===== src/core/pgtm_defines.vh =====
// register map and field layout of the power-good tree mask block
// assumes a 32-bit apb slave with one register per aligned word
`ifndef PGTM_DEFINES_VH
`define PGTM_DEFINES_VH

// printed offsets a6, a7 and a9 are not multiples of four: all four are word indices
`define PGTM_IDX_D_REG      10'h0a6
`define PGTM_IDX_D_PIN      10'h0a7
`define PGTM_IDX_B_REG      10'h0a8
`define PGTM_IDX_B_PIN      10'h0a9
`define PGTM_ADDR_W         10
`define PGTM_ADDR_HI        11
`define PGTM_ADDR_LO        2
`define PGTM_MASK_HI        7
`define PGTM_PIN_LO         8
`define PGTM_RDATA_RST      32'h00000000
`define PGTM_SYNC_RST       8'h00
`define PGTM_RST_D_REG      8'h00
`define PGTM_RST_D_PIN      8'h00
`define PGTM_RST_B_REG      8'hc0
`define PGTM_RST_B_PIN      8'h2f
`define PGTM_SRC_W          16
// second mask register fields
`define PGTM_BIT_TERM       3
`define PGTM_CTL_HI         7
`define PGTM_CTL_LO         4
`define PGTM_CTL_W          4
`define PGTM_ZERO_HI        24'h000000

`endif


===== src/core/pgtm_power_good_tree_mask.v =====
// power-good tree masks for general output pins d and b, apb slave
// assumes regulator good inputs are levels from other clock domains
// and control pins arrive asynchronously; all are double-synchronised
// apb master is on pclk; pready stands high, so every access is one
// cycle long and read data is loaded at the setup edge
//
// Behaviour
// (RULE1) mask bit 0 includes source, 1 ignores it
// (RULE2) pin d regulator mask at a6, reset 00
// (RULE3) pin d control/switch mask at a7, reset 00
// (RULE4) control pin level feeds pin d tree
// (RULE5) termination regulator good feeds pin d tree
// (RULE6) pin b regulator mask at a8, reset c0
// (RULE7) all masks read back last written value
// (RULE8) pin b second mask at a9, reset 2f
// (RULE9) output good only when every included source good
`timescale 1ns/1ps
`include "pgtm_defines.vh"

module pgtm_power_good_tree_mask (
  input  wire        pclk,
  input  wire        presetn,
  input  wire        psel,
  input  wire        penable,
  input  wire        pwrite,
  input  wire [11:0] paddr,
  input  wire [31:0] pwdata,
  output reg  [31:0] prdata,
  output reg         pready,
  output reg         pslverr,
  // regulator group, bit order as first mask register
  input  wire [7:0]  reg_group_good,
  // bit order as second mask register: ctl5 ctl4 ctl2 ctl1 term swb2
  // swb1 ldo_a3
  input  wire [7:0]  pin_group_good,
  output reg         general_output_pin_d,
  output reg         general_output_pin_b
);

  // mask registers, one per mapped word
  reg  [7:0]              d_reg_r;
  reg  [7:0]              d_pin_r;
  reg  [7:0]              b_reg_r;
  reg  [7:0]              b_pin_r;

  // synchroniser stages per source group
  reg  [7:0]              reg_sync1_r;
  reg  [7:0]              reg_sync2_r;
  reg  [7:0]              pin_sync1_r;
  reg  [7:0]              pin_sync2_r;

  // bus decode and read path
  reg  [31:0]             rdata_nxt;
  reg                     hit_nxt;
  wire [`PGTM_ADDR_W-1:0] word_idx;
  wire                    access;
  wire                    setup_rd;
  wire                    wr_en;
  wire                    sel_d_reg;
  wire                    sel_d_pin;
  wire                    sel_b_reg;
  wire                    sel_b_pin;

  // tree terms
  wire [`PGTM_SRC_W-1:0]  src_good;
  wire [`PGTM_SRC_W-1:0]  d_ignore;
  wire [`PGTM_SRC_W-1:0]  b_ignore;
  wire [`PGTM_SRC_W-1:0]  d_ok;
  wire [`PGTM_SRC_W-1:0]  b_ok;
  wire                    d_reg_all;
  wire                    d_pin_all;
  wire                    b_reg_all;
  wire                    b_pin_all;

  assign word_idx = paddr[`PGTM_ADDR_HI:`PGTM_ADDR_LO];
  assign access   = psel & penable;
  assign setup_rd = psel & ~penable & ~pwrite;
  assign wr_en    = access & pwrite & hit_nxt;

  // decode of the four mapped word indices
  assign sel_d_reg = (word_idx == `PGTM_IDX_D_REG);
  assign sel_d_pin = (word_idx == `PGTM_IDX_D_PIN);
  assign sel_b_reg = (word_idx == `PGTM_IDX_B_REG);
  assign sel_b_pin = (word_idx == `PGTM_IDX_B_PIN);

  // zero wait state slave: pready stands high from reset on
  always @(posedge pclk or negedge presetn) begin
    if (!presetn) begin
      pready <= 1'b1;
    end else begin
      pready <= 1'b1;
    end
  end

  // no error response, unmapped words read as zero
  always @(posedge pclk or negedge presetn) begin
    if (!presetn) begin
      pslverr <= 1'b0;
    end else begin
      pslverr <= 1'b0;
    end
  end

  always @* begin
    hit_nxt   = 1'b0;
    rdata_nxt = `PGTM_RDATA_RST;
    if (sel_d_reg) begin
      hit_nxt   = 1'b1;
      rdata_nxt = {`PGTM_ZERO_HI, d_reg_r};
    end else if (sel_d_pin) begin
      hit_nxt   = 1'b1;
      rdata_nxt = {`PGTM_ZERO_HI, d_pin_r};
    end else if (sel_b_reg) begin
      hit_nxt   = 1'b1;
      rdata_nxt = {`PGTM_ZERO_HI, b_reg_r};
    end else if (sel_b_pin) begin
      hit_nxt   = 1'b1;
      rdata_nxt = {`PGTM_ZERO_HI, b_pin_r};
    end
  end

  // read data registered in setup so it is stable during access
  always @(posedge pclk or negedge presetn) begin
    if (!presetn) begin
      prdata <= `PGTM_RDATA_RST;
    end else if (setup_rd) begin
      prdata <= rdata_nxt; // [RULE7]
    end
  end

  // pin d regulator group mask
  always @(posedge pclk or negedge presetn) begin
    if (!presetn) begin
      d_reg_r <= `PGTM_RST_D_REG; // [RULE2]
    end else if (wr_en & sel_d_reg) begin
      d_reg_r <= pwdata[`PGTM_MASK_HI:0]; // [RULE7]
    end
  end

  // pin d control pin, termination and switch mask
  always @(posedge pclk or negedge presetn) begin
    if (!presetn) begin
      d_pin_r <= `PGTM_RST_D_PIN; // [RULE3]
    end else if (wr_en & sel_d_pin) begin
      d_pin_r <= pwdata[`PGTM_MASK_HI:0]; // [RULE7]
    end
  end

  // pin b regulator group mask
  always @(posedge pclk or negedge presetn) begin
    if (!presetn) begin
      b_reg_r <= `PGTM_RST_B_REG; // [RULE6]
    end else if (wr_en & sel_b_reg) begin
      b_reg_r <= pwdata[`PGTM_MASK_HI:0]; // [RULE7]
    end
  end

  // pin b control pin, termination and switch mask
  always @(posedge pclk or negedge presetn) begin
    if (!presetn) begin
      b_pin_r <= `PGTM_RST_B_PIN; // [RULE8]
    end else if (wr_en & sel_b_pin) begin
      b_pin_r <= pwdata[`PGTM_MASK_HI:0]; // [RULE7]
    end
  end

  // two-flop synchronisers: regulator good levels
  always @(posedge pclk or negedge presetn) begin
    if (!presetn) begin
      reg_sync1_r <= `PGTM_SYNC_RST;
      reg_sync2_r <= `PGTM_SYNC_RST;
    end else begin
      reg_sync1_r <= reg_group_good;
      reg_sync2_r <= reg_sync1_r;
    end
  end

  // control pin levels and termination good, same two stages
  always @(posedge pclk or negedge presetn) begin
    if (!presetn) begin
      pin_sync1_r <= `PGTM_SYNC_RST;
      pin_sync2_r <= `PGTM_SYNC_RST;
    end else begin
      pin_sync1_r <= pin_group_good;
      pin_sync2_r <= pin_sync1_r; // [RULE4] [RULE5]
    end
  end

  assign src_good = {pin_sync2_r, reg_sync2_r};
  assign d_ignore = {d_pin_r, d_reg_r};
  assign b_ignore = {b_pin_r, b_reg_r};

  genvar i;
  generate
    for (i = 0; i < `PGTM_SRC_W; i = i + 1) begin : g_src
      assign d_ok[i] = d_ignore[i] | src_good[i]; // [RULE1]
      assign b_ok[i] = b_ignore[i] | src_good[i]; // [RULE1]
    end
  endgenerate

  // per group and over included sources
  assign d_reg_all = &d_ok[`PGTM_MASK_HI:0];
  assign d_pin_all = &d_ok[`PGTM_SRC_W-1:`PGTM_PIN_LO];
  assign b_reg_all = &b_ok[`PGTM_MASK_HI:0];
  assign b_pin_all = &b_ok[`PGTM_SRC_W-1:`PGTM_PIN_LO];

  // pin d power good
  always @(posedge pclk or negedge presetn) begin
    if (!presetn) begin
      general_output_pin_d <= 1'b0;
    end else begin
      general_output_pin_d <= d_reg_all & d_pin_all; // [RULE9]
    end
  end

  // pin b power good
  always @(posedge pclk or negedge presetn) begin
    if (!presetn) begin
      general_output_pin_b <= 1'b0;
    end else begin
      general_output_pin_b <= b_reg_all & b_pin_all; // [RULE9]
    end
  end

endmodule // pgtm_power_good_tree_mask


===== config.mk =====
export PLATFORM = sky130hd
export DESIGN_NAME = pgtm_power_good_tree_mask
export DESIGN_NICKNAME = d
export VERILOG_FILES = /design/src/core/pgtm_power_good_tree_mask.v
export VERILOG_INCLUDE_DIRS = /design/src /design/src/core
export SDC_FILE = /design/constraint.sdc
export NUM_CORES = 1
export LEC_CHECK = 0
export BUFFER_PORTS_ARGS = -buffer_cell sky130_fd_sc_hd__buf_2
export CAP_MARGIN = 20
export CELL_PAD_IN_SITES_DETAIL_PLACEMENT = 0
export CELL_PAD_IN_SITES_GLOBAL_PLACEMENT = 1
export CORE_MARGIN = 2
export CORE_UTILIZATION = 42
export DETAILED_ROUTE_END_ITERATION = 8
export PLACE_DENSITY = 0.93
export SYNTH_ARGS = -nofsm -noshare
export SYNTH_HDL_FRONTEND = slang
export SYNTH_SLANG_ARGS = --single-unit

===== constraint.sdc =====
create_clock -name pclk -period 3.2 [get_ports pclk]
set_clock_uncertainty 0.1 [all_clocks]
set_input_delay 0.48 -clock pclk [delete_from_list [all_inputs] [get_ports pclk]]
set_output_delay 0.48 -clock pclk [all_outputs]
set_load 0.02 [all_outputs]

Word-level counts from Yosys, hierarchy flattened
Index checks and enable logic that the tools add are counted.
{ "op_classes": {"eq_ne": 4, "reduce_logical": 4, "bitwise_logic": 45, "mux": 8} }
{ "ops": {"columns": ["cell", "count"], "rows": [
  ["$mux W32", 3],
  ["$eq A10 B8 Y1 const B", 4],
  ["$or A1 B1 Y1", 32],
  ["$reduce_and A8 Y1", 4],
  ["$and A1 B1 Y1", 11],
  ["$mux W8", 1],
  ["$mux W1", 4],
  ["$not A1 Y1", 2]
]} }
{ "totals": {"elab_cells": 72, "ff_bits": 98, "inputBits": 65, "out_inout_bits": 36} }

Depth between registers and ports, before layout
{ "logic_depth": {"ltp_word": 7, "depth_mapped": 5, "ltp_nobuf": 4} }

Worst setup path before layout
No wires, ideal clock.
{ "synth_path": {"path_type": "input port to flip-flop", "from": "input port paddr[11]", "to": "register d_pin_r[1]", "slack_ns": 0.930, "n_path_buf": 0, "t_arrival_ns": 2.045, "stages": 4, "setup_time_ns": 0.125, "t_required_ns": 2.975, "path_cell_list": "or4b_4 -> or3_4 -> nor3_4 -> mux2_2"} }
{ "synth_via": {"elab_chain_cells": 7, "word_cells_on_any_way": 10, "cone_classes": "eq/ne: 4; mux: 4; bitwise: 2"} }
{ "synth_lines": {"columns": ["item", "line", "source"], "rows": [
  ["start, declared", "pgtm_power_good_tree_mask.v:26", "input wire [11:0] paddr,"],
  ["$eq A10 B8 Y1 (no source line)", null, null],
  ["$mux W1", "pgtm_power_good_tree_mask.v:116", "end else if (sel_b_pin) begin"],
  ["$mux W1", "pgtm_power_good_tree_mask.v:113", "end else if (sel_b_reg) begin"],
  ["$mux W1", "pgtm_power_good_tree_mask.v:110", "end else if (sel_d_pin) begin"],
  ["$mux W1", "pgtm_power_good_tree_mask.v:107", "if (sel_d_reg) begin"],
  ["$and A1 B1 Y1", "pgtm_power_good_tree_mask.v:78", "assign wr_en = access & pwrite & hit_nxt;"],
  ["$and A1 B1 Y1 *", "pgtm_power_good_tree_mask.v:144", "end else if (wr_en & sel_d_pin) begin"],
  ["end signal, assigned", "pgtm_power_good_tree_mask.v:143", "d_pin_r <= `PGTM_RST_D_PIN;"],
  ["end signal, assigned", "pgtm_power_good_tree_mask.v:145", "d_pin_r <= pwdata[`PGTM_MASK_HI:0];"],
  ["end, declared", "pgtm_power_good_tree_mask.v:42", "reg [7:0] d_pin_r;"]
]} }
Every way passes the cells marked *; elsewhere a longest branch is shown, timed or not.
A chain may end at the register's enable or synchronous reset.

Final worst setup path
{ "layout_path": {"from": "input port paddr[11]", "to": "register d_reg_r[7]"} }
{ "layout_via": {"elab_chain_cells": 7, "word_cells_on_any_way": 10, "cone_classes": "eq/ne: 4; mux: 4; bitwise: 2"} }
{ "layout_lines": {"columns": ["item", "line", "source"], "rows": [
  ["$eq A10 B8 Y1 (no source line)", null, null],
  ["$mux W1", "pgtm_power_good_tree_mask.v:116", null],
  ["$mux W1", "pgtm_power_good_tree_mask.v:113", null],
  ["$mux W1", "pgtm_power_good_tree_mask.v:110", null],
  ["$mux W1", "pgtm_power_good_tree_mask.v:107", null],
  ["$and A1 B1 Y1", "pgtm_power_good_tree_mask.v:78", null],
  ["$and A1 B1 Y1 *", "pgtm_power_good_tree_mask.v:135", "end else if (wr_en & sel_d_reg) begin"],
  ["end signal, assigned", "pgtm_power_good_tree_mask.v:134", "d_reg_r <= `PGTM_RST_D_REG;"],
  ["end signal, assigned", "pgtm_power_good_tree_mask.v:136", "d_reg_r <= pwdata[`PGTM_MASK_HI:0];"],
  ["end, declared", "pgtm_power_good_tree_mask.v:41", "reg [7:0] d_reg_r;"]
]} }
Marked as above.

==> results.sh <==
export IMPL_synth_warnings=0
export IMPL_layout_common_cells="67 x dfrtp_1, 48 x buf_2, 34 x mux2_2"
export IMPL_hp_class="in -> async"
export IMPL_hpwlAfterDp_mm=4.242
export IMPL_place_gp_congestion=0.8418
export IMPL_synth_seq_cells=74
export IMPL_crit_path_max_fanout=8
export IMPL_seq_power_share_pct=54.4
export IMPL_power_leakage_nw=1.668
export IMPL_power_net_switching_uw=407.5
export IMPL_crit_arrival_ns=2.40
export IMPL_area_growth_pct=15.35
export IMPL_antenna_found_initial=0
export IMPL_final_util_pct=50.51
export IMPL_p_comb_share_pct=6.2
export IMPL_grt_overflow=0
export IMPL_cp_slowest_cell="or4b_4"
export IMPL_drt_initial_drc_count=76
export IMPL_cts_hold_buffers_added=0
export IMPL_routed_via_density=4.813
export IMPL_ant_nets=0
export IMPL_core_mm2=0.006832
export IMPL_layout_commonest_cell="dfrtp_1"
export IMPL_avgRoutedWirePerCell_um=15.17
export IMPL_cts_root_buffer="clkbuf_8"
export IMPL_reg2reg_depth=4
export IMPL_maxSlewViolCount=0
export IMPL_die_h_um=88.40
export IMPL_clkSinkCount=74
export IMPL_critical_path_class="in -> reg"
export IMPL_min_period_ns=2.267
export IMPL_p_sw_share_pct=22.87
export IMPL_cts_htree_levels=3
export IMPL_dieArea_mm2=0.007814
export IMPL_first_global_vias=1836
export IMPL_clk_path_buf_depth=2
export IMPL_critPathTopFamily="simple AND/OR/NAND/NOR gates"
export IMPL_cp_cell_sequence="buf_2 > or4b_4 > or3_4 > nor2_2 > mux2_2"
export IMPL_cap_violations=0
export IMPL_ir_drop_v=0.0003917
export IMPL_clk_latency_ns=0.35
export IMPL_synth_area_mm2=0.002992
export IMPL_power_density_mw_per_mm2=516.4
export IMPL_drc_errors=0
export IMPL_path_clk_slew_ns=0.07
export IMPL_critPathLaunchType="input pin"
export IMPL_ios=101
export IMPL_synthCells=222
export IMPL_path_depth=5
export IMPL_avgSynthCellArea_um2=13.48
export IMPL_worst_path_buf_inv=1
export IMPL_pwr_share_clk_pct=39.4
export IMPL_wirelength_mm=5.751
export IMPL_grt_pass1_wl_mm=9.377
export IMPL_post_cts_setup_buffers=0
export IMPL_diodes=0
export IMPL_setup_violations=0
export IMPL_dr_pass1_iters=4
export IMPL_row_count=30
export IMPL_drive_gt1_share_pct=39.22
export IMPL_fin_crit_sh_pct=70.85
export IMPL_rsz0062_at_grt="no"
export IMPL_worst_ep_required_time_ns=3.33
export IMPL_fmax_mhz=441.1
export IMPL_initial_core_util_pct=43.79
export IMPL_fin_setup_tns_ns=0
export IMPL_grt_max_degree=34
export IMPL_worst_slew_pin_slew_ns=0.7435
export IMPL_die_w_um=88.40
export IMPL_slew_headroom_pct=49.98
export IMPL_status="finished clean"
export IMPL_grtUsageTotal_pct=16.54
export IMPL_fin_nets=343
export IMPL_vias=1824
export IMPL_cts_tree="yes"
export IMPL_synthTopCellsByArea="dfrtp_1 56%, mux2_2 13%, buf_4 6.5%"
export IMPL_synth_area_leader_cell="dfrtp_1"
export IMPL_end_kind="flop"
export IMPL_final_hold_violation_count=0
export IMPL_critPathMaxStageDelay_ns=0.56
export IMPL_ys_seq_area_share_pct=62.19
export IMPL_port_buffers=48
export IMPL_cts_buffers=9
export IMPL_cts_resized_gates=0
export IMPL_synth_top_area_share_pct=56.04
export IMPL_yosysUniqueCellTypes=32
export IMPL_p_int_mw=1.374
==> cells by family (layout without fill, tap and decap cells) <==
family	Yosys count	count (layout)	synth area share (%)
AND/OR/NAND/NOR	30	30	6.107
flip-flops	74	74	62.19
multiplexers	38	38	14.18
buffers and inverters	31	68	7.152
other	2	26	0.2510
AO/OA/AOI/OAI	47	47	10.12
==> layer usage <==
layer / vias up / track usage, % / share of wire (%)
met3: 7 / 6.903 / 6.6
met2: 66 / 24.95 / 46
met4: 0 / 5.096 / 1.2
li1: 864 / - / -
met1: 887 / 21.99 / 46
met5: - / 0 / 0
==> registers in the layout, indices dropped and copies added, names as in the netlist <==
signal / count
pin_sync2_r: 8
d_reg_r: 8
b_pin_r: 8
reg_sync2_r: 8
general_output_pin_d: 1
d_pin_r: 8
pin_sync1_r: 8
general_output_pin_b: 1
reg_sync1_r: 8
prdata: 8
b_reg_r: 8
==> final cells by class <==
| cell class | instances | area [µm²] |
|---|---|---|
| Tap cell | 96 | 120.1 |
| Sequential cell | 74 | 1861 |
| Clock buffer | 12 | 145.1 |
| Clock inverter | 4 | 51.30 |
| Timing Repair Buffer | 51 | 262.8 |
| Multi-Input combinational cell | 141 | 1007 |
| Fill cell | 623 | 3381 |
| Inverter | 1 | 3.754 |
==> cells in the mapped netlist <==
library cell / number
dfrtp_1: 67
mux2_2: 34
buf_4: 26
a21oi_1: 13
o22ai_1: 12
dfstp_2: 7
nor2_1: 7
nand2_1: 6
a22oi_1: 5
o21a_1: 5
o31ai_1: 5
clkbuf_1: 4
mux2i_1: 3
nand3_1: 3
nor4_1: 3
o21ai_0: 3
conb_1: 2
o221ai_1: 2
o22a_1: 2
inv_1: 1
mux2_1: 1
nand2b_1: 1
nand3b_1: 1
nor2_2: 1
nor3_1: 1
nor3_4: 1
nor3b_1: 1
or3_1: 1
or3_4: 1
or3b_2: 1
or4b_4: 1
or4bb_1: 1
==> power by group through the flow <==
stage	Combinational (mW)	Sequential [mW]	Clock, mW
2_1_floorplan	0.0804	0.983	0
4_1_cts	0.111	0.969	0.720
3_3_place_gp	0.108	0.986	0
5_1_grt	0.124	0.971	0.772
3_5_place_dp	0.111	0.987	0
6_report	0.111	0.970	0.702
==> through the flow <==
| stage | instance area (µm²) | power, mW | hold WS [ns] | setup slack [ns] | cells |
|---|---|---|---|---|---|
| 6_report | 3451 | 1.782 | 0.09392 | 0.9328 | 379 |
| 5_1_grt | 3451 | 1.867 | 0.1079 | 0.8907 | 379 |
| 4_1_cts | 3451 | 1.800 | 0.1007 | 0.9452 | 379 |
| 3_5_place_dp | 3254 | 1.098 | 0.2347 | 0.5760 | 363 |
| 3_3_place_gp | 3254 | 1.095 | 0.2338 | 0.5981 | 363 |
| 2_1_floorplan | 3082 | 1.064 | 0.08441 | 0.9302 | 246 |
==> worst paths after layout <==
path                                   endpoint  slack (ns)         startpoint
max in group asynchronous        pin_sync1_r[6]        2.11            presetn
setup reg to reg           general_output_pin_b        1.75         b_pin_r[5]
hold reg to reg                  pin_sync2_r[2]        0.24     pin_sync1_r[2]
setup / recovery                     d_reg_r[7]        0.93          paddr[11]
min in group pclk                reg_sync1_r[0]        0.13  reg_group_good[0]
hold / removal                        prdata[7]        0.09            presetn
==> worst register-to-register path, delay by kind of cell, from the launching register on <==
| kind | cells | cell delay [ns] |
|---|---|---|
| AND/OR/NAND/NOR | 3 | 0.59 |
| AO/OA/AOI/OAI | 1 | 0.07 |
| flip-flops | 1 | 0.55 |
Power figures use the tool's default switching activity.
